## src/dual_timer_pkg.sv

```systemverilog
// constants shared by the dual mode compare timer and its tick generator
`default_nettype none

package dual_timer_pkg;

  // ************************************************************
  // register select codes on the byte bus
  // ************************************************************
  localparam int unsigned ADDR_W           = 3;
  localparam logic [2:0]  SEL_COUNT_UPPER   = 3'h0;
  localparam logic [2:0]  SEL_COUNT_LOWER   = 3'h1;
  localparam logic [2:0]  SEL_COMPARE_UPPER = 3'h2;
  localparam logic [2:0]  SEL_COMPARE_LOWER = 3'h3;
  localparam logic [2:0]  SEL_CONTROL       = 3'h4;
  localparam logic [2:0]  SEL_STATUS        = 3'h5;

  // ************************************************************
  // timer_control field positions
  // ************************************************************
  localparam int unsigned CTL_HIGH_LEVEL   = 7;
  localparam int unsigned CTL_HIGH_SEL_TOP = 6;
  localparam int unsigned CTL_HIGH_SEL_LO  = 4;
  localparam int unsigned CTL_LOW_LEVEL    = 3;
  localparam int unsigned CTL_LOW_SEL_TOP  = 2;
  localparam int unsigned CTL_LOW_SEL_LO   = 0;

  // ************************************************************
  // timer_control_status field positions
  // ************************************************************
  localparam int unsigned ST_HIGH_WRAP    = 7;
  localparam int unsigned ST_HIGH_MATCH   = 6;
  localparam int unsigned ST_HIGH_WRAP_IE = 5;
  localparam int unsigned ST_HIGH_CLR     = 4;
  localparam int unsigned ST_LOW_WRAP     = 3;
  localparam int unsigned ST_LOW_MATCH    = 2;
  localparam int unsigned ST_LOW_WRAP_IE  = 1;
  localparam int unsigned ST_LOW_CLR      = 0;
  localparam logic [7:0]  FLAG_MASK       = 8'hCC;

  // ************************************************************
  // reset values and counter limits
  // ************************************************************
  localparam logic [15:0] COUNT_RESET   = 16'h0000;
  localparam logic [15:0] COMPARE_RESET = 16'hFFFF;
  localparam logic [7:0]  CONTROL_RESET = 8'h00;
  localparam logic [7:0]  STATUS_RESET  = 8'h00;
  localparam logic [7:0]  BYTE_ALL_ONES = 8'hFF;
  localparam logic [7:0]  BYTE_ZERO     = 8'h00;

  // ************************************************************
  // prescaler: tick masks for /32, /16, /4, /2 (select codes 0..3)
  // ************************************************************
  localparam int unsigned PRESCALE_W = 5;
  localparam logic [4:0]  DIV32_MASK = 5'h1F;
  localparam logic [4:0]  DIV16_MASK = 5'h0F;
  localparam logic [4:0]  DIV4_MASK  = 5'h03;
  localparam logic [4:0]  DIV2_MASK  = 5'h01;

endpackage : dual_timer_pkg

`default_nettype wire

```

## src/dual_mode_compare_timer.sv

```systemverilog
// sixteen bit compare timer that splits into two eight bit timers
//
// Function
// - upper byte write goes to temp latch; lower write loads both halves together.
// - counter upper read returns upper, latches lower; lower read returns latch.
// - compare register bytes read back directly, latch unused.
// - eight bit mode accepts byte accesses to either half in any order.
// - high select top bit 0 means one sixteen bit counter, 1 means two.
// - reset gives count zero, compare all ones, control and status zero.
// - clock select picks core clock over 32, 16, 4 or 2.
// - low select top bit 0 counts event input edges of selected polarity.
// - sixteen bit match sets high flag, toggles pin, requests irq, optionally clears.
// - sixteen bit wrap sets high wrap flag; irq needs wrap enable and master enable.
// - eight bit mode matches each half separately with flag, pin, irq, clear.
// - eight bit wrap of a half sets its flag; irq needs both enables.
// - each compare pin drives its level bit and inverts on every match without a control write in that cycle.
// - match fires as the counter leaves the equal count on next tick.
// - counter halts when not running; registers always keep their contents.
// - control write together with match loads written level instead of toggling.
// - compare write in the match cycle suppresses that match only.
// - match happens only on the half's own tick; stopped clock means none.
// - sixteen bit mode also sets low flags from the lower byte.
// - counter half write in its wrap cycle suppresses the wrap flag.
// - flags set by hardware only; cleared by writing 0 after reading 1.
// - writing a level bit changes the pin right after the write.
`default_nettype none

module dual_mode_compare_timer
  import dual_timer_pkg::*;
(
  // clock, reset, enables
  input  wire logic              core_clk,
  input  wire logic              sys_rst,
  input  wire logic              clk_en,
  input  wire logic              count_run,
  // byte wide register port
  input  wire logic [ADDR_W-1:0] bus_addr,
  input  wire logic              bus_wr,
  input  wire logic              bus_rd,
  input  wire logic [7:0]        bus_wdata,
  output logic      [7:0]        bus_rdata,
  // event input and interrupt controller bits
  input  wire logic              event_count_input,
  input  wire logic              event_edge_sel,
  input  wire logic              high_irq_master_en,
  input  wire logic              low_irq_master_en,
  // pins and interrupt requests
  output logic                   high_compare_out_pin,
  output logic                   low_compare_out_pin,
  output logic                   high_irq_req,
  output logic                   low_irq_req
);

  // ************************************************************
  // decode helper
  // ************************************************************
  function automatic logic hit(input logic strobe, input logic [ADDR_W-1:0] addr,
                               input logic [ADDR_W-1:0] sel);
    hit = strobe && (addr == sel);
  endfunction : hit

  // ************************************************************
  // state
  // ************************************************************
  logic [15:0] count_value_reg;
  logic [15:0] compare_value_reg;
  logic [7:0]  timer_control_reg;
  logic [7:0]  timer_control_status_reg;
  logic [7:0]  temp_reg;
  logic [7:0]  flag_armed_reg;
  logic [7:0]  bus_rdata_reg;
  logic        high_pin_reg;
  logic        low_pin_reg;
  logic        high_irq_reg;
  logic        low_irq_reg;

  logic [15:0] count_value_next;
  logic [15:0] compare_value_next;
  logic [7:0]  status_next;
  logic [7:0]  status_set;
  logic [7:0]  temp_next;
  logic [7:0]  rdata_next;
  logic        high_pin_next;
  logic        low_pin_next;

  // ************************************************************
  // bus strobes
  // ************************************************************
  // strobes carry no clk_en; every flop that uses them does
  logic wr_count_upper, wr_count_lower, wr_compare_upper, wr_compare_lower;
  logic wr_control, wr_status, rd_count_upper, rd_status;

  assign wr_count_upper   = hit(bus_wr, bus_addr, SEL_COUNT_UPPER);
  assign wr_count_lower   = hit(bus_wr, bus_addr, SEL_COUNT_LOWER);
  assign wr_compare_upper = hit(bus_wr, bus_addr, SEL_COMPARE_UPPER);
  assign wr_compare_lower = hit(bus_wr, bus_addr, SEL_COMPARE_LOWER);
  assign wr_control       = hit(bus_wr, bus_addr, SEL_CONTROL);
  assign wr_status        = hit(bus_wr, bus_addr, SEL_STATUS);
  assign rd_count_upper   = hit(bus_rd, bus_addr, SEL_COUNT_UPPER);
  assign rd_status        = hit(bus_rd, bus_addr, SEL_STATUS);

  // ************************************************************
  // mode and field views
  // ************************************************************
  logic       split_mode;
  logic [1:0] high_sel;
  logic [1:0] low_sel;
  logic       low_internal;
  logic [7:0] count_upper_half;
  logic [7:0] count_lower_half;
  logic [7:0] compare_upper_half;
  logic [7:0] compare_lower_half;

  assign split_mode         = timer_control_reg[CTL_HIGH_SEL_TOP];
  assign high_sel           = timer_control_reg[CTL_HIGH_SEL_LO +: 2];
  assign low_sel            = timer_control_reg[CTL_LOW_SEL_LO +: 2];
  assign low_internal       = timer_control_reg[CTL_LOW_SEL_TOP];
  assign count_upper_half   = count_value_reg[15:8];
  assign count_lower_half   = count_value_reg[7:0];
  assign compare_upper_half = compare_value_reg[15:8];
  assign compare_lower_half = compare_value_reg[7:0];

  // ************************************************************
  // count ticks
  // ************************************************************
  // one shared prescaler; each half picks its own tap
  logic [3:0] div_tick;
  logic       event_tick;
  logic       low_tick;
  logic       high_tick;

  timer_tick_gen u_tick (
    .core_clk          (core_clk),
    .sys_rst           (sys_rst),
    .clk_en            (clk_en),
    .event_count_input (event_count_input),
    .event_edge_sel    (event_edge_sel),
    .div_tick          (div_tick),
    .event_tick        (event_tick)
  );

  // counting stops in the low power states; the registers stay put
  assign low_tick  = count_run && (low_internal ? div_tick[low_sel] : event_tick);
  assign high_tick = count_run && div_tick[high_sel];

  // ************************************************************
  // which halves are written this cycle
  // ************************************************************
  // in sixteen bit mode the upper half only moves when the lower byte commits
  logic cnt_lo_wr, cnt_hi_wr, cmp_lo_wr, cmp_hi_wr;

  assign cnt_lo_wr = wr_count_lower;
  assign cnt_hi_wr = split_mode ? wr_count_upper : wr_count_lower;
  assign cmp_lo_wr = wr_compare_lower;
  assign cmp_hi_wr = split_mode ? wr_compare_upper : wr_compare_lower;

  // ************************************************************
  // compare match: fires on the tick that leaves the equal count
  // ************************************************************
  logic lo_equal, hi_equal, low_match, high_match;

  // equality alone does nothing; only a tick while equal counts
  assign lo_equal  = (count_lower_half == compare_lower_half);
  assign hi_equal  = (count_upper_half == compare_upper_half);
  // a compare write in the same cycle kills this match only
  assign low_match = low_tick && lo_equal && !cmp_lo_wr;
  assign high_match = split_mode ? (high_tick && hi_equal && !cmp_hi_wr)
                                 : (low_tick && lo_equal && hi_equal && !cmp_lo_wr);

  // ************************************************************
  // clear on match
  // ************************************************************
  logic clear_all, clear_lo, clear_hi;

  // sixteen bit mode clears both halves on the high clear bit alone
  assign clear_all = !split_mode && high_match && timer_control_status_reg[ST_HIGH_CLR];
  assign clear_lo  = clear_all ||
                     (split_mode && low_match && timer_control_status_reg[ST_LOW_CLR]);
  assign clear_hi  = clear_all ||
                     (split_mode && high_match && timer_control_status_reg[ST_HIGH_CLR]);

  // ************************************************************
  // wrap detection; a write to the half in the same cycle hides it
  // ************************************************************
  // high_step carries the low byte into the upper half in sixteen bit mode
  logic lo_full, hi_full, low_wrap, high_wrap, high_step;

  assign lo_full   = (count_lower_half == BYTE_ALL_ONES);
  assign hi_full   = (count_upper_half == BYTE_ALL_ONES);
  assign low_wrap  = low_tick && lo_full && !clear_lo && !cnt_lo_wr;
  assign high_step = split_mode ? high_tick : (low_tick && lo_full);
  assign high_wrap = split_mode ? (high_tick && hi_full && !clear_hi && !cnt_hi_wr)
                                : (low_wrap && hi_full && !cnt_hi_wr);

  // ************************************************************
  // counter next value
  // ************************************************************
  // a bus write beats a clear, and a clear beats a count step
  assign count_value_next[7:0] =
    cnt_lo_wr ? bus_wdata :
    clear_lo  ? BYTE_ZERO :
    low_tick  ? count_lower_half + 8'h01 :
                count_lower_half;
  assign count_value_next[15:8] =
    cnt_hi_wr ? (split_mode ? bus_wdata : temp_reg) :
    clear_hi  ? BYTE_ZERO :
    high_step ? count_upper_half + 8'h01 :
                count_upper_half;

  // ************************************************************
  // compare next value
  // ************************************************************
  // only bus writes move the compare value
  assign compare_value_next[7:0]  = cmp_lo_wr ? bus_wdata : compare_lower_half;
  assign compare_value_next[15:8] = cmp_hi_wr ? (split_mode ? bus_wdata : temp_reg)
                                              : compare_upper_half;

  // ************************************************************
  // temporary latch, used only in sixteen bit mode
  // ************************************************************
  // one latch serves both directions, so reads and writes must not interleave
  assign temp_next =
    (!split_mode && (wr_count_upper || wr_compare_upper)) ? bus_wdata :
    (!split_mode && rd_count_upper) ? count_lower_half :
                                      temp_reg;

  // ************************************************************
  // status flags
  // ************************************************************
  assign status_set[ST_HIGH_WRAP]    = high_wrap;
  assign status_set[ST_HIGH_MATCH]   = high_match;
  // control bits in the status register never set themselves
  assign status_set[ST_HIGH_WRAP_IE] = 1'b0;
  assign status_set[ST_HIGH_CLR]     = 1'b0;
  assign status_set[ST_LOW_WRAP]     = low_wrap;
  assign status_set[ST_LOW_MATCH]    = low_match;
  assign status_set[ST_LOW_WRAP_IE]  = 1'b0;
  assign status_set[ST_LOW_CLR]      = 1'b0;

  // flags: set wins over clear, and clear needs a prior read of one
  genvar gi;
  generate
    for (gi = 0; gi < 8; gi++) begin : g_status
      if (FLAG_MASK[gi]) begin : g_flag
        assign status_next[gi] = status_set[gi] ||
          (timer_control_status_reg[gi] &&
           !(wr_status && flag_armed_reg[gi] && !bus_wdata[gi]));
      end else begin : g_ctl
        assign status_next[gi] = wr_status ? bus_wdata[gi] : timer_control_status_reg[gi];
      end
    end
  endgenerate

  // ************************************************************
  // compare output pins
  // ************************************************************
  // the written level takes priority over a toggle in the same cycle
  assign high_pin_next = wr_control ? bus_wdata[CTL_HIGH_LEVEL] :
                         high_match ? !high_pin_reg : high_pin_reg;
  assign low_pin_next  = wr_control ? bus_wdata[CTL_LOW_LEVEL] :
                         low_match  ? !low_pin_reg : low_pin_reg;

  // ************************************************************
  // read data
  // ************************************************************
  // lower count byte comes from the latch only in sixteen bit mode
  always_comb begin
    case (bus_addr)
      SEL_COUNT_UPPER:   rdata_next = count_upper_half;
      SEL_COUNT_LOWER:   rdata_next = split_mode ? count_lower_half : temp_reg;
      SEL_COMPARE_UPPER: rdata_next = compare_upper_half;
      SEL_COMPARE_LOWER: rdata_next = compare_lower_half;
      SEL_CONTROL:       rdata_next = timer_control_reg;
      SEL_STATUS:        rdata_next = timer_control_status_reg;
      default:           rdata_next = 8'h00;
    endcase
  end

  // ************************************************************
  // counter, compare and control registers
  // ************************************************************
  always_ff @(posedge core_clk or posedge sys_rst) begin
    if (sys_rst) begin
      count_value_reg   <= COUNT_RESET;
      compare_value_reg <= COMPARE_RESET;
      timer_control_reg <= CONTROL_RESET;
      temp_reg          <= 8'h00;
    end else if (clk_en) begin
      count_value_reg   <= count_value_next;
      compare_value_reg <= compare_value_next;
      timer_control_reg <= wr_control ? bus_wdata : timer_control_reg;
      temp_reg          <= temp_next;
    end
  end

  // ************************************************************
  // status register and read arming
  // ************************************************************
  // a read arms the flags it saw set; any status write disarms them
  always_ff @(posedge core_clk or posedge sys_rst) begin
    if (sys_rst) begin
      timer_control_status_reg <= STATUS_RESET;
      flag_armed_reg           <= 8'h00;
    end else if (clk_en) begin
      timer_control_status_reg <= status_next;
      flag_armed_reg           <= rd_status ? (timer_control_status_reg & FLAG_MASK) :
                                  wr_status ? 8'h00 : flag_armed_reg;
    end
  end

  // ************************************************************
  // output flops
  // ************************************************************
  always_ff @(posedge core_clk or posedge sys_rst) begin
    if (sys_rst) begin
      bus_rdata_reg <= 8'h00;
      high_pin_reg  <= 1'b0;
      low_pin_reg   <= 1'b0;
      high_irq_reg  <= 1'b0;
      low_irq_reg   <= 1'b0;
    end else if (clk_en) begin
      bus_rdata_reg <= bus_rd ? rdata_next : bus_rdata_reg;
      high_pin_reg  <= high_pin_next;
      low_pin_reg   <= low_pin_next;
      // request level follows the flags after the update
      high_irq_reg  <= high_irq_master_en && (status_next[ST_HIGH_MATCH] ||
                       (status_next[ST_HIGH_WRAP] && status_next[ST_HIGH_WRAP_IE]));
      low_irq_reg   <= low_irq_master_en && (status_next[ST_LOW_MATCH] ||
                       (status_next[ST_LOW_WRAP] && status_next[ST_LOW_WRAP_IE]));
    end
  end

  // outputs are plain flop copies, no logic between flop and pin
  assign bus_rdata            = bus_rdata_reg;
  assign high_compare_out_pin = high_pin_reg;
  assign low_compare_out_pin  = low_pin_reg;
  assign high_irq_req         = high_irq_reg;
  assign low_irq_req          = low_irq_reg;

endmodule : dual_mode_compare_timer

`default_nettype wire

```

## src/timer_tick_gen.sv

```systemverilog
// shared prescaler feeding both counter halves, and event edge detector feeding the low half
`default_nettype none

module timer_tick_gen
  import dual_timer_pkg::*;
(
  // clock and reset
  input  wire logic       core_clk,
  input  wire logic       sys_rst,
  input  wire logic       clk_en,
  // event input and polarity
  input  wire logic       event_count_input,
  input  wire logic       event_edge_sel,
  // ticks
  output logic [3:0]      div_tick,
  output logic            event_tick
);

  logic [PRESCALE_W-1:0] prescale_reg;
  logic                  event_prev_reg;
  logic                  event_primed_reg;

  // ************************************************************
  // free running prescaler and event history
  // ************************************************************
  always_ff @(posedge core_clk or posedge sys_rst) begin
    if (sys_rst) begin
      prescale_reg     <= '0;
      event_prev_reg   <= 1'b0;
      event_primed_reg <= 1'b0;
    end else if (clk_en) begin
      prescale_reg     <= prescale_reg + 1'b1;
      event_prev_reg   <= event_count_input;
      event_primed_reg <= 1'b1;
    end
  end

  // a tick each time the low bits of the prescaler are all ones
  assign div_tick[0] = clk_en && ((prescale_reg & DIV32_MASK) == DIV32_MASK);
  assign div_tick[1] = clk_en && ((prescale_reg & DIV16_MASK) == DIV16_MASK);
  assign div_tick[2] = clk_en && ((prescale_reg & DIV4_MASK) == DIV4_MASK);
  assign div_tick[3] = clk_en && ((prescale_reg & DIV2_MASK) == DIV2_MASK);

  // edge select high counts rising edges, low counts falling edges
  // no edge until one sample is in, so an idle high pin gives no false count
  assign event_tick = clk_en && event_primed_reg &&
                      (event_edge_sel ? (event_count_input && !event_prev_reg)
                                      : (!event_count_input && event_prev_reg));

endmodule : timer_tick_gen

`default_nettype wire
```

## config.mk

```make
export PLATFORM = sky130hd
export DESIGN_NAME = dual_mode_compare_timer
export DESIGN_NICKNAME = d
export VERILOG_FILES = /design/src/dual_timer_pkg.sv /design/src/dual_mode_compare_timer.sv /design/src/timer_tick_gen.sv
export SDC_FILE = /design/constraint.sdc
export NUM_CORES = 1
export LEC_CHECK = 0
export BUFFER_PORTS_ARGS = -buffer_cell sky130_fd_sc_hd__buf_2
export CORE_MARGIN = 10
export CORE_UTILIZATION = 55
export CTS_BUF_LIST = sky130_fd_sc_hd__clkbuf_16
export DETAILED_ROUTE_END_ITERATION = 8
export PLACE_DENSITY_LB_ADDON = 0.05
export SYNTH_ARGS = -nofsm -noshare
export SYNTH_HDL_FRONTEND = slang
export SYNTH_SLANG_ARGS = --single-unit
export TNS_END_PERCENT = 50
```

## constraint.sdc

```tcl
create_clock -name core_clk -period 2.7 [get_ports core_clk]
set_clock_uncertainty 0.15 [all_clocks]
set_input_delay 0.135 -clock core_clk [delete_from_list [all_inputs] [get_ports core_clk]]
set_output_delay 0.135 -clock core_clk [all_outputs]
set_load 0.01 [all_outputs]
```

==> reports/metrics.csv, run 1 <==
metric,value,unit
slew_violations,0,
synth_edf_count,0,
cp_top_family,simple AND/OR/NAND/NOR gates,
yosys_warnings,0,
clkSinkCount,79,
grt_setup_unrepaired,true,
worst_pin_slew,1.097,ns
worstPathBufferInverterCount,1,
power,4.744,mW
synthCells,495,
crit_cells,11,
clk_latency,0.34,ns
synthesis.area,4649,sq um
timing.final.hold_violations,0,
async_reset_ff_frac,1.000,
root_buffer,clkbuf_16,
r2r_cells,11,
clkPwrFrac,0.279,
pwr-share-comb,0.328,
start_util,0.5659,
grt_pass1_wl,22400,um
whs,0.01878,ns
powerDensity,822.5,nW/um^2
fin_nets,593,
drt_iter0_markers,373,
cp_slowest_stage_delay,0.38,ns
syn_nets,520,
seqPwrFrac,0.393,
clockBufferDepth,2,
numCtsBuffers,9,
cp.required,2.83,ns
die_w,111.9,um
cts_tree,built,
antennaDiodeCount,0,
min_path_type,in -> reg,
ys_seq_area_frac,0.4295,
area_delta_synth_final,24.06,%
min_period,2.833,ns
failed_checks,negative setup slack,
switching_power,1.599,mW
first_pass_iters,5,
htree_num_levels,3,
avgSynthCellArea,9.393,sq um
path_class,reg -> reg,
reg2reg_from,u_tick.prescale_reg[1]$_DFFE_PP0P_,
vias_per_cell,6.176,
max-cap-violations,0,
sw_frac_of_total,0.3370,
crit_path_start_kind,flip-flop,
drcViolationCount,0,
io_pins,33,
drt_wl_total,14270,um
startpoint,u_tick.prescale_reg[1]$_DFFE_PP0P_,
yosysTopAreaCellShare,0.3391,
core_area,8217,sq um
ys.flop_type,dfrtp_1,
critPathArrivalTime,2.96,ns
cp_slowest_cell,or3_4,
drive_gt1_frac,0.3141,
synth_top_cell_by_area,dfrtp_1,
gr-usage-all-layers,0.2203,
reg2reg_to,low_irq_req$_DFFE_PP0P_,
p_leak,2.567,nW
drtAntennaViolNets,0,
grt_pass1_vias,3966,
place_congestion,0.9488,
min_period_over_period,1.049,
cp_cell_sequence,ha_2 -> and3_4 -> ha_4 -> mux2_4 -> o311ai_2 -> a221o_2 -> buf_6 -> or3_4 -> or2_4 -> a221oi_2 -> a211o_1,
stdcell_count,678,
final_common_cell,dfrtp_1,
synth_area_leaders,"dfrtp_1, dfstp_2, mux2_2, nand2_1, o21ai_0",
num_rows,33,
relSlewSlack,0.2657,
grt_max_degree,55,
hpwlAfterDp,10180,um
numPortBuffers,32,
setup_viol_count_final,13,
worstSetupEndpoint,low_irq_req$_DFFE_PP0P_,
die_y,111.9,um
grt_antenna_before_repair,0,
ys_ff_latch,79,
overflow,0,
status,"finished, violations left",
path_max_fanout,3,
clock.fmax,0.3530,GHz
internal-power,3.145,mW
dieArea,12530,sq um
final_cell_mix,"dfrtp_1, nand2_1, buf_4",
rrSetupSlack,-0.13,ns
dp_cells,641,
wl_per_cell,21.04,um
routed-via-count,4187,
fin_ws,-0.1328,ns
cp-end-kind,flip-flop,
ys_types,64,
ir_worst_vdd,0.0004817,V
clk_pin_slew_worst_paths,0.06,ns
==> final cells by class <==
cell class	count	area [sq um]
tap	105	131.4
fill	655	2449
timing repair buffer	94	659.4
clock buffer	9	225.2
clock inverter	7	95.09
inverter	11	42.54
sequential	79	1997
multi-input combinational	373	2618
==> synthesized netlist by cell type (all sizes together), types with 4 or more instances <==
master  count
ha          4
a221oi      4
o21ai      44
nor2b       9
nand3b      4
xor2       17
o22a        5
dfstp      16
a22o       11
mux2       33
nand3      12
nand2      59
nor4        4
nor2       32
o31ai       6
a31oi       5
buf         9
mux2i      13
a21oi      36
inv        11
clkbuf     23
dfrtp      63
nand2b      8
and2        4
and3        8
a22oi       6
==> tightest hold or removal path, cell delays in order <==
cell and delay (ns):
buf_2 0.16, nand4_1 0.10, xnor2_1 0.06
==> logic make-up (layout without fill, tap and decap cells) <==
kind of cell / Yosys count / in the layout / share of synthesized area
compound gates: 146 / 146 / 0.2123
xor+xnor: 20 / 20 / 0.03768
fa+ha+maj: 4 / 4 / 0.01076
buf+inv: 43 / 121 / 0.03606
flops: 79 / 79 / 0.4295
mux: 47 / 47 / 0.1128
simple gates: 156 / 156 / 0.1609
==> stage by stage <==
| stage | util | cell area (sq um) | setup TNS [ns] | worst slack (ns) |
|---|---|---|---|---|
| final | 0.7020 | 5768 | -0.5676 | -0.1328 |
| after global routing | 0.7020 | 5768 | -2.375 | -0.2097 |
| after CTS | 0.6878 | 5652 | -0.6090 | -0.09480 |
| after detailed placement | 0.6269 | 5151 | -1.524 | -0.2014 |
| after global placement | 0.6269 | 5151 | -0.6852 | -0.1513 |
| after floorplan | - | 4681 | -1.046 | -0.1947 |
==> repair_timing <==
action / in CTS / in global routing
endpoints found under the setup margin: 18 / 22
pin swaps: 13 / 16
resized for setup: 11 / 26
buffers inserted: 8 / 4
hold buffers: 7 / 0
endpoints found under the hold margin: 41 / 0
cloned: 0 / 2
==> layer usage <==
metal | GRT usage | vias up | routed length [um]
met5 | 0 | - | 0
met4 | 0.06345 | 0 | 308
met3 | 0.03811 | 22 | 934
met2 | 0.3388 | 162 | 6582
met1 | 0.3099 | 2058 | 6439
li1 | - | 1945 | -
==> worst min-delay path by stage <==
stage / start / to / slack, ns / cells past startpoint
6_report: clk_en / u_tick.prescale_reg[3]$_DFFE_PP0P_ / 0.02 / 3
5_1_grt: clk_en / u_tick.prescale_reg[3]$_DFFE_PP0P_ / 0.03 / 3
4_1_cts: clk_en / u_tick.prescale_reg[3]$_DFFE_PP0P_ / 0.01 / 3
3_5_place_dp: sys_rst / bus_rdata[5]$_DFFE_PP0P_ / 0.21 / 2
3_3_place_gp: sys_rst / bus_rdata[5]$_DFFE_PP0P_ / 0.22 / 2
2_1_floorplan: bus_wdata[7] / high_compare_out_pin$_DFFE_PP0P_ / 0.13 / 2
==> power by group through the flow <==
stage | Sequential [mW] | Clock, mW | Combinational (mW)
CTS | 1.85 | 1.33 | 1.47
finish | 1.86 | 1.32 | 1.56
detailed placement | 1.88 | 0 | 1.40
global route | 1.91 | 1.39 | 1.71
floorplan | 1.81 | 0 | 0.908
global placement | 1.86 | 0 | 1.37
Power figures use the tool's default switching activity.
==> run 2: changes to the inputs <==
- BUFFER_PORTS_ARGS: -buffer_cell sky130_fd_sc_hd__buf_2 -> not set
- CORE_UTILIZATION: 55 -> 58
- DONT_BUFFER_PORTS: not set -> 1
==> run 2 against run 1 <==
Compared with the run above:
- the flow still finishes with violations (negative setup slack)
- cell count shrank 4.4%
- hold slack lost 0.0021 ns
- sequential cell count is the same
- critical path type unchanged
==> reports/metrics.csv, run 2 (synthesis results as in run 1) <==
metric,value,unit
antennaDiodeCount,0,
vias_per_cell,6.568,
grt_pass1_vias,4043,
path_class,reg -> reg,
final_cell_mix,"dfrtp_1, nand2_1, o21ai_0, buf_4, a21oi_1",
top_layer_used,met4,
placed_area,4960,sq um
drive_gt1_frac,0.2381,
p_leak,2.426,nW
cp_slowest_cell,or3_4,
cp_slowest_stage_delay,0.38,ns
reg2reg_from,u_tick.prescale_reg[1]$_DFFE_PP0P_,
numCtsBuffers,9,
wl_met1,5906,um
status,"finished, violations left",
clk_latency,0.34,ns
grt_setup_unrepaired,true,
drt_iter0_markers,414,
setup_viol_count_final,16,
ir_worst_vdd,0.0004730,V
dieArea,12000,sq um
slew_violations,0,
post-place-ws,-0.1889,ns
fill_cells,575,
clkSinkCount,79,
cts_tree,built,
gr-usage-all-layers,0.2483,
crit_path_start_kind,flip-flop,
path_max_fanout,3,
clk_pin_slew_worst_paths,0.06,ns
min_period_over_period,1.053,
root_buffer,clkbuf_16,
wl_per_cell,22.62,um
whs,0.01665,ns
cp-end-kind,flip-flop,
routed-via-count,4256,
cp_cell_sequence,ha_2 -> and3_4 -> ha_4 -> mux2_4 -> o311ai_2 -> a221o_2 -> buf_6 -> or3_4 -> or2_4 -> a221oi_2 -> a211o_1,
critPathArrivalTime,2.97,ns
drtAntennaViolNets,0,
min_path_type,in -> reg,
drcViolationCount,0,
min_period,2.843,ns
min_from,bus_addr[0],
relSlewSlack,0.2878,
drt_wl_total,14660,um
failed_checks,negative setup slack,
area_delta_synth_final,22.26,%
clock.fmax,0.3518,GHz
htree_num_levels,3,
numPortBuffers,0,
grt_pass1_wl,22740,um
num_rows,32,
design_area,5684,sq um
die_w,109.5,um
io_pins,33,
clockBufferDepth,2,
fin_nets,566,
cp.required,2.83,ns
grt_max_degree,80,
powerDensity,813.0,nW/um^2
start_util,0.5986,
max-cap-violations,0,
startpoint,u_tick.prescale_reg[1]$_DFFE_PP0P_,
timing.final.hold_violations,0,
route.met3.wl,1527,um
die_y,109.5,um
hpwlAfterDp,9768,um
wl_met2,6750,um
overflow,0,
final_common_cell,dfrtp_1,
grt_antenna_before_repair,0,
first_pass_iters,5,
fin_tns_setup,-0.9816,ns
fin_ws,-0.1425,ns
place_congestion,0.9020,
core_area,7767,sq um
worst_pin_slew,1.064,ns
power,4.621,mW
[run 2: worst max-delay path, delay by kind of cell, from the launching register on]
family | cells | cell delay, ns
AO/OA/AOI/OAI | 4 | 0.83
multiplexers | 1 | 0.14
adder cells (fa/ha/maj) | 2 | 0.33
buffers and inverters | 1 | 0.15
flip-flops | 1 | 0.36
AND/OR/NAND/NOR | 3 | 0.83
[run 2: worst paths after layout]
| path | to | slack (ns) | cells past startpoint |
|---|---|---|---|
| max | low_irq_req$_DFFE_PP0P_ | -0.14 | 11 |
| min | bus_rdata[2]$_DFFE_PP0P_ | 0.02 | 4 |
| max reg2reg | low_irq_req$_DFFE_PP0P_ | -0.14 | 11 |
| min reg2reg | temp_reg[5]$_DFFE_PP0P_ | 0.33 | 2 |
| max in group asynchronous | compare_value_reg[5]$_DFFE_PP1P_ | 1.87 | 3 |
| min in group asynchronous | bus_rdata[3]$_DFFE_PP0P_ | 0.19 | 3 |
[run 2: routing by layer]
metal  track usage  up-vias
met4       0.08736        0
li1              -     1898
met5             0        -
met1        0.3252     2047
met3       0.07373       45
met2        0.3829      266
[run 2: where the power goes]
part	switching [mW]	total, mW	leakage [nW]	internal [mW]
registers	0.333	1.89	0.967	1.56
logic	0.741	1.50	1.32	0.761
clock network	0.512	1.23	0.144	0.717
total	1.59	4.62	2.43	3.04
[run 2: stage by stage]
stage	std cells	util
2_1_floorplan	495	-
6_report	648	0.7318
3_5_place_dp	599	0.6385
3_3_place_gp	599	0.6385
4_1_cts	644	0.7199
5_1_grt	648	0.7318
[run 2: layout make-up]
cell class,count,area [sq um],share of cell area
Multi-Input combinational cell,373,2619,0.4607
Sequential cell,79,1997,0.3513
Timing Repair Buffer,67,601.8,0.1059
Clock buffer,9,225.2,0.03962
Tap cell,102,127.6,0.02245
Clock inverter,7,71.32,0.01255
Inverter,11,42.54,0.007484
[run 2: what timing repair did]
item,in CTS,in global routing
gates resized for setup,12,14
hold buffers,25,0
pin swaps,12,12
setup buffers,4,4
hold endpoints to repair,150,0
setup endpoints to repair,19,24
==> run 3: changes to the inputs <==
- CORE_UTILIZATION: 58 -> 35
- TNS_END_PERCENT: 50 -> not set
- clock period: 2.7 -> 2.67 ns (I/O delays scaled with it)
==> run 3 against run 2 <==
Compared with the run above:
- the run ends with negative hold slack, negative setup slack left
- die area up 52%
- non-clock buffer count rose by 4
- count of clock-buffer cells in the layout is the same
- sequential share of layout area fell by 0.84 points
==> reports/metrics.csv, run 3 (synthesis results as in run 1) <==
metric,value,unit
gr-usage-all-layers,0.1800,
max-cap-violations,0,
drive_gt1_frac,0.2400,
fin_ws,-0.1219,ns
powerDensity,801.6,nW/um^2
critPathArrivalTime,2.93,ns
min_path_type,in -> reg,
placed_area,5109,sq um
clockBufferDepth,2,
grt_antenna_before_repair,0,
ir_worst_vdd,0.0003009,V
cts_tree,built,
grt_pass1_wl,24580,um
die_w,135.3,um
relSlewSlack,0.3232,
clock.fmax,0.3582,GHz
grt_pass1_vias,3950,
routed-via-count,4022,
final-seq-area,1997,sq um
wl_per_cell,22.16,um
numCtsBuffers,9,
setup_viol_count_final,18,
p_leak,2.449,nW
vias_per_cell,5.540,
min_period,2.792,ns
cp.required,2.81,ns
antennaDiodeCount,0,
status,"finished, violations left",
drt_iter0_markers,327,
design_area,5823,sq um
area_delta_synth_final,25.24,%
clk_pin_slew_worst_paths,0.06,ns
timing.final.hold_violations,1,
grt_setup_unrepaired,true,
post-place-ws,-0.1777,ns
fin_nets,570,
crit_path_start_kind,flip-flop,
fill_cells,1305,
dieArea,18290,sq um
hpwlAfterDp,11440,um
cp-end-kind,flip-flop,
failed_checks,"negative hold slack, negative setup slack",
multiInputGateArea,2624,sq um
worst_pin_slew,1.011,ns
grt_max_degree,41,
place_congestion,0.8874,
post-route-util,0.4432,
whs,-0.0001785,ns
min_period_over_period,1.046,
overflow,0,
root_buffer,clkbuf_16,
die_y,135.3,um
io_pins,33,
core_area,13140,sq um
clk_latency,0.35,ns
final_cell_mix,"dfrtp_1, nand2_1, buf_4",
start_util,0.3539,
num_rows,42,
path_max_fanout,4,
drtAntennaViolNets,0,
clkSinkCount,79,
numPortBuffers,0,
first_pass_iters,5,
dp_cells,678,
stdcell_count,726,
final_common_cell,dfrtp_1,
htree_num_levels,3,
drt_wl_total,16090,um
slew_violations,0,
fin_tns_setup,-1.070,ns
path_class,reg -> reg,
drcViolationCount,0,
run 3: changes by cell type in the layout (fill, tap and decap cells not counted), sizes merged:
cell,change
buf,+3
clkinv,+3
inv,-2
clkinvlp,-1
dlygate4sd3,+1
run 3: routing by layer:
layer	vias up	part of all wire	global-route usage
met5	-	0	0
met3	23	0.056	0.04154
met4	0	0.021	0.06758
met2	95	0.46	0.2762
met1	1987	0.46	0.2411
li1	1917	-	-
run 3: path summary, 6_finish.rpt:
check                                                        end                                from  cells past startpoint  slack, ns
worst max-delay path                     low_irq_req$_DFFE_PP0P_  u_tick.prescale_reg[0]$_DFFE_PP0P_                     11      -0.12
worst min-delay path                     low_irq_req$_DFFE_PP0P_                        bus_wdata[1]                      3    -0.0002
min in group asynchronous               bus_rdata[7]$_DFFE_PP0P_                             sys_rst                      2       0.19
worst max register to register           low_irq_req$_DFFE_PP0P_  u_tick.prescale_reg[0]$_DFFE_PP0P_                     11      -0.12
max in group asynchronous       compare_value_reg[5]$_DFFE_PP1P_                             sys_rst                      3       1.47
worst min register to register           temp_reg[0]$_DFFE_PP0P_             temp_reg[0]$_DFFE_PP0P_                      2       0.32
run 3: stage by stage:
stage                     power, mW  hold WS, ns
final                         4.668   -0.0001785
after global routing          4.966      0.01301
after CTS                     4.651     0.004080
after detailed placement      3.313    -0.002347
after global placement        3.298     0.005123
after floorplan               2.754       0.1263
run 3: final cells by class:
| type | instances | area share |
|---|---|---|
| tap | 176 | 0.03782 |
| clock buffer | 9 | 0.03868 |
| sequential | 79 | 0.3429 |
| clock inverter | 7 | 0.009669 |
| inverter | 11 | 0.007306 |
| multi-input combinational | 373 | 0.4506 |
| timing repair buffer | 71 | 0.1130 |
run 3: power by group:
part / internal [mW] / total [mW] / switching (mW)
registers: 1.58 / 1.92 / 0.346
clock network: 0.707 / 1.20 / 0.496
logic: 0.791 / 1.54 / 0.752
total: 3.07 / 4.67 / 1.59
run 3: repair_timing:
| item | in CTS | in global routing |
|---|---|---|
| hold buffers | 26 | 0 |
| buffers inserted | 2 | 4 |
| pin swaps | 7 | 15 |
| resized for setup | 12 | 24 |
| gates cloned | 0 | 1 |
| hold endpoints to repair | 102 | 0 |
| endpoints found under the setup margin | 19 | 22 |
run 3: critical path: stages (launching register included):
cell and delay (ns):
dfrtp_1 0.36, ha_2 0.18, and3_4 0.19, ha_4 0.12
mux2_4 0.14, o311ai_2 0.08, a221o_2 0.35, buf_6 0.15
or3_4 0.40, or2_4 0.25, a221oi_2 0.23, a211o_1 0.13
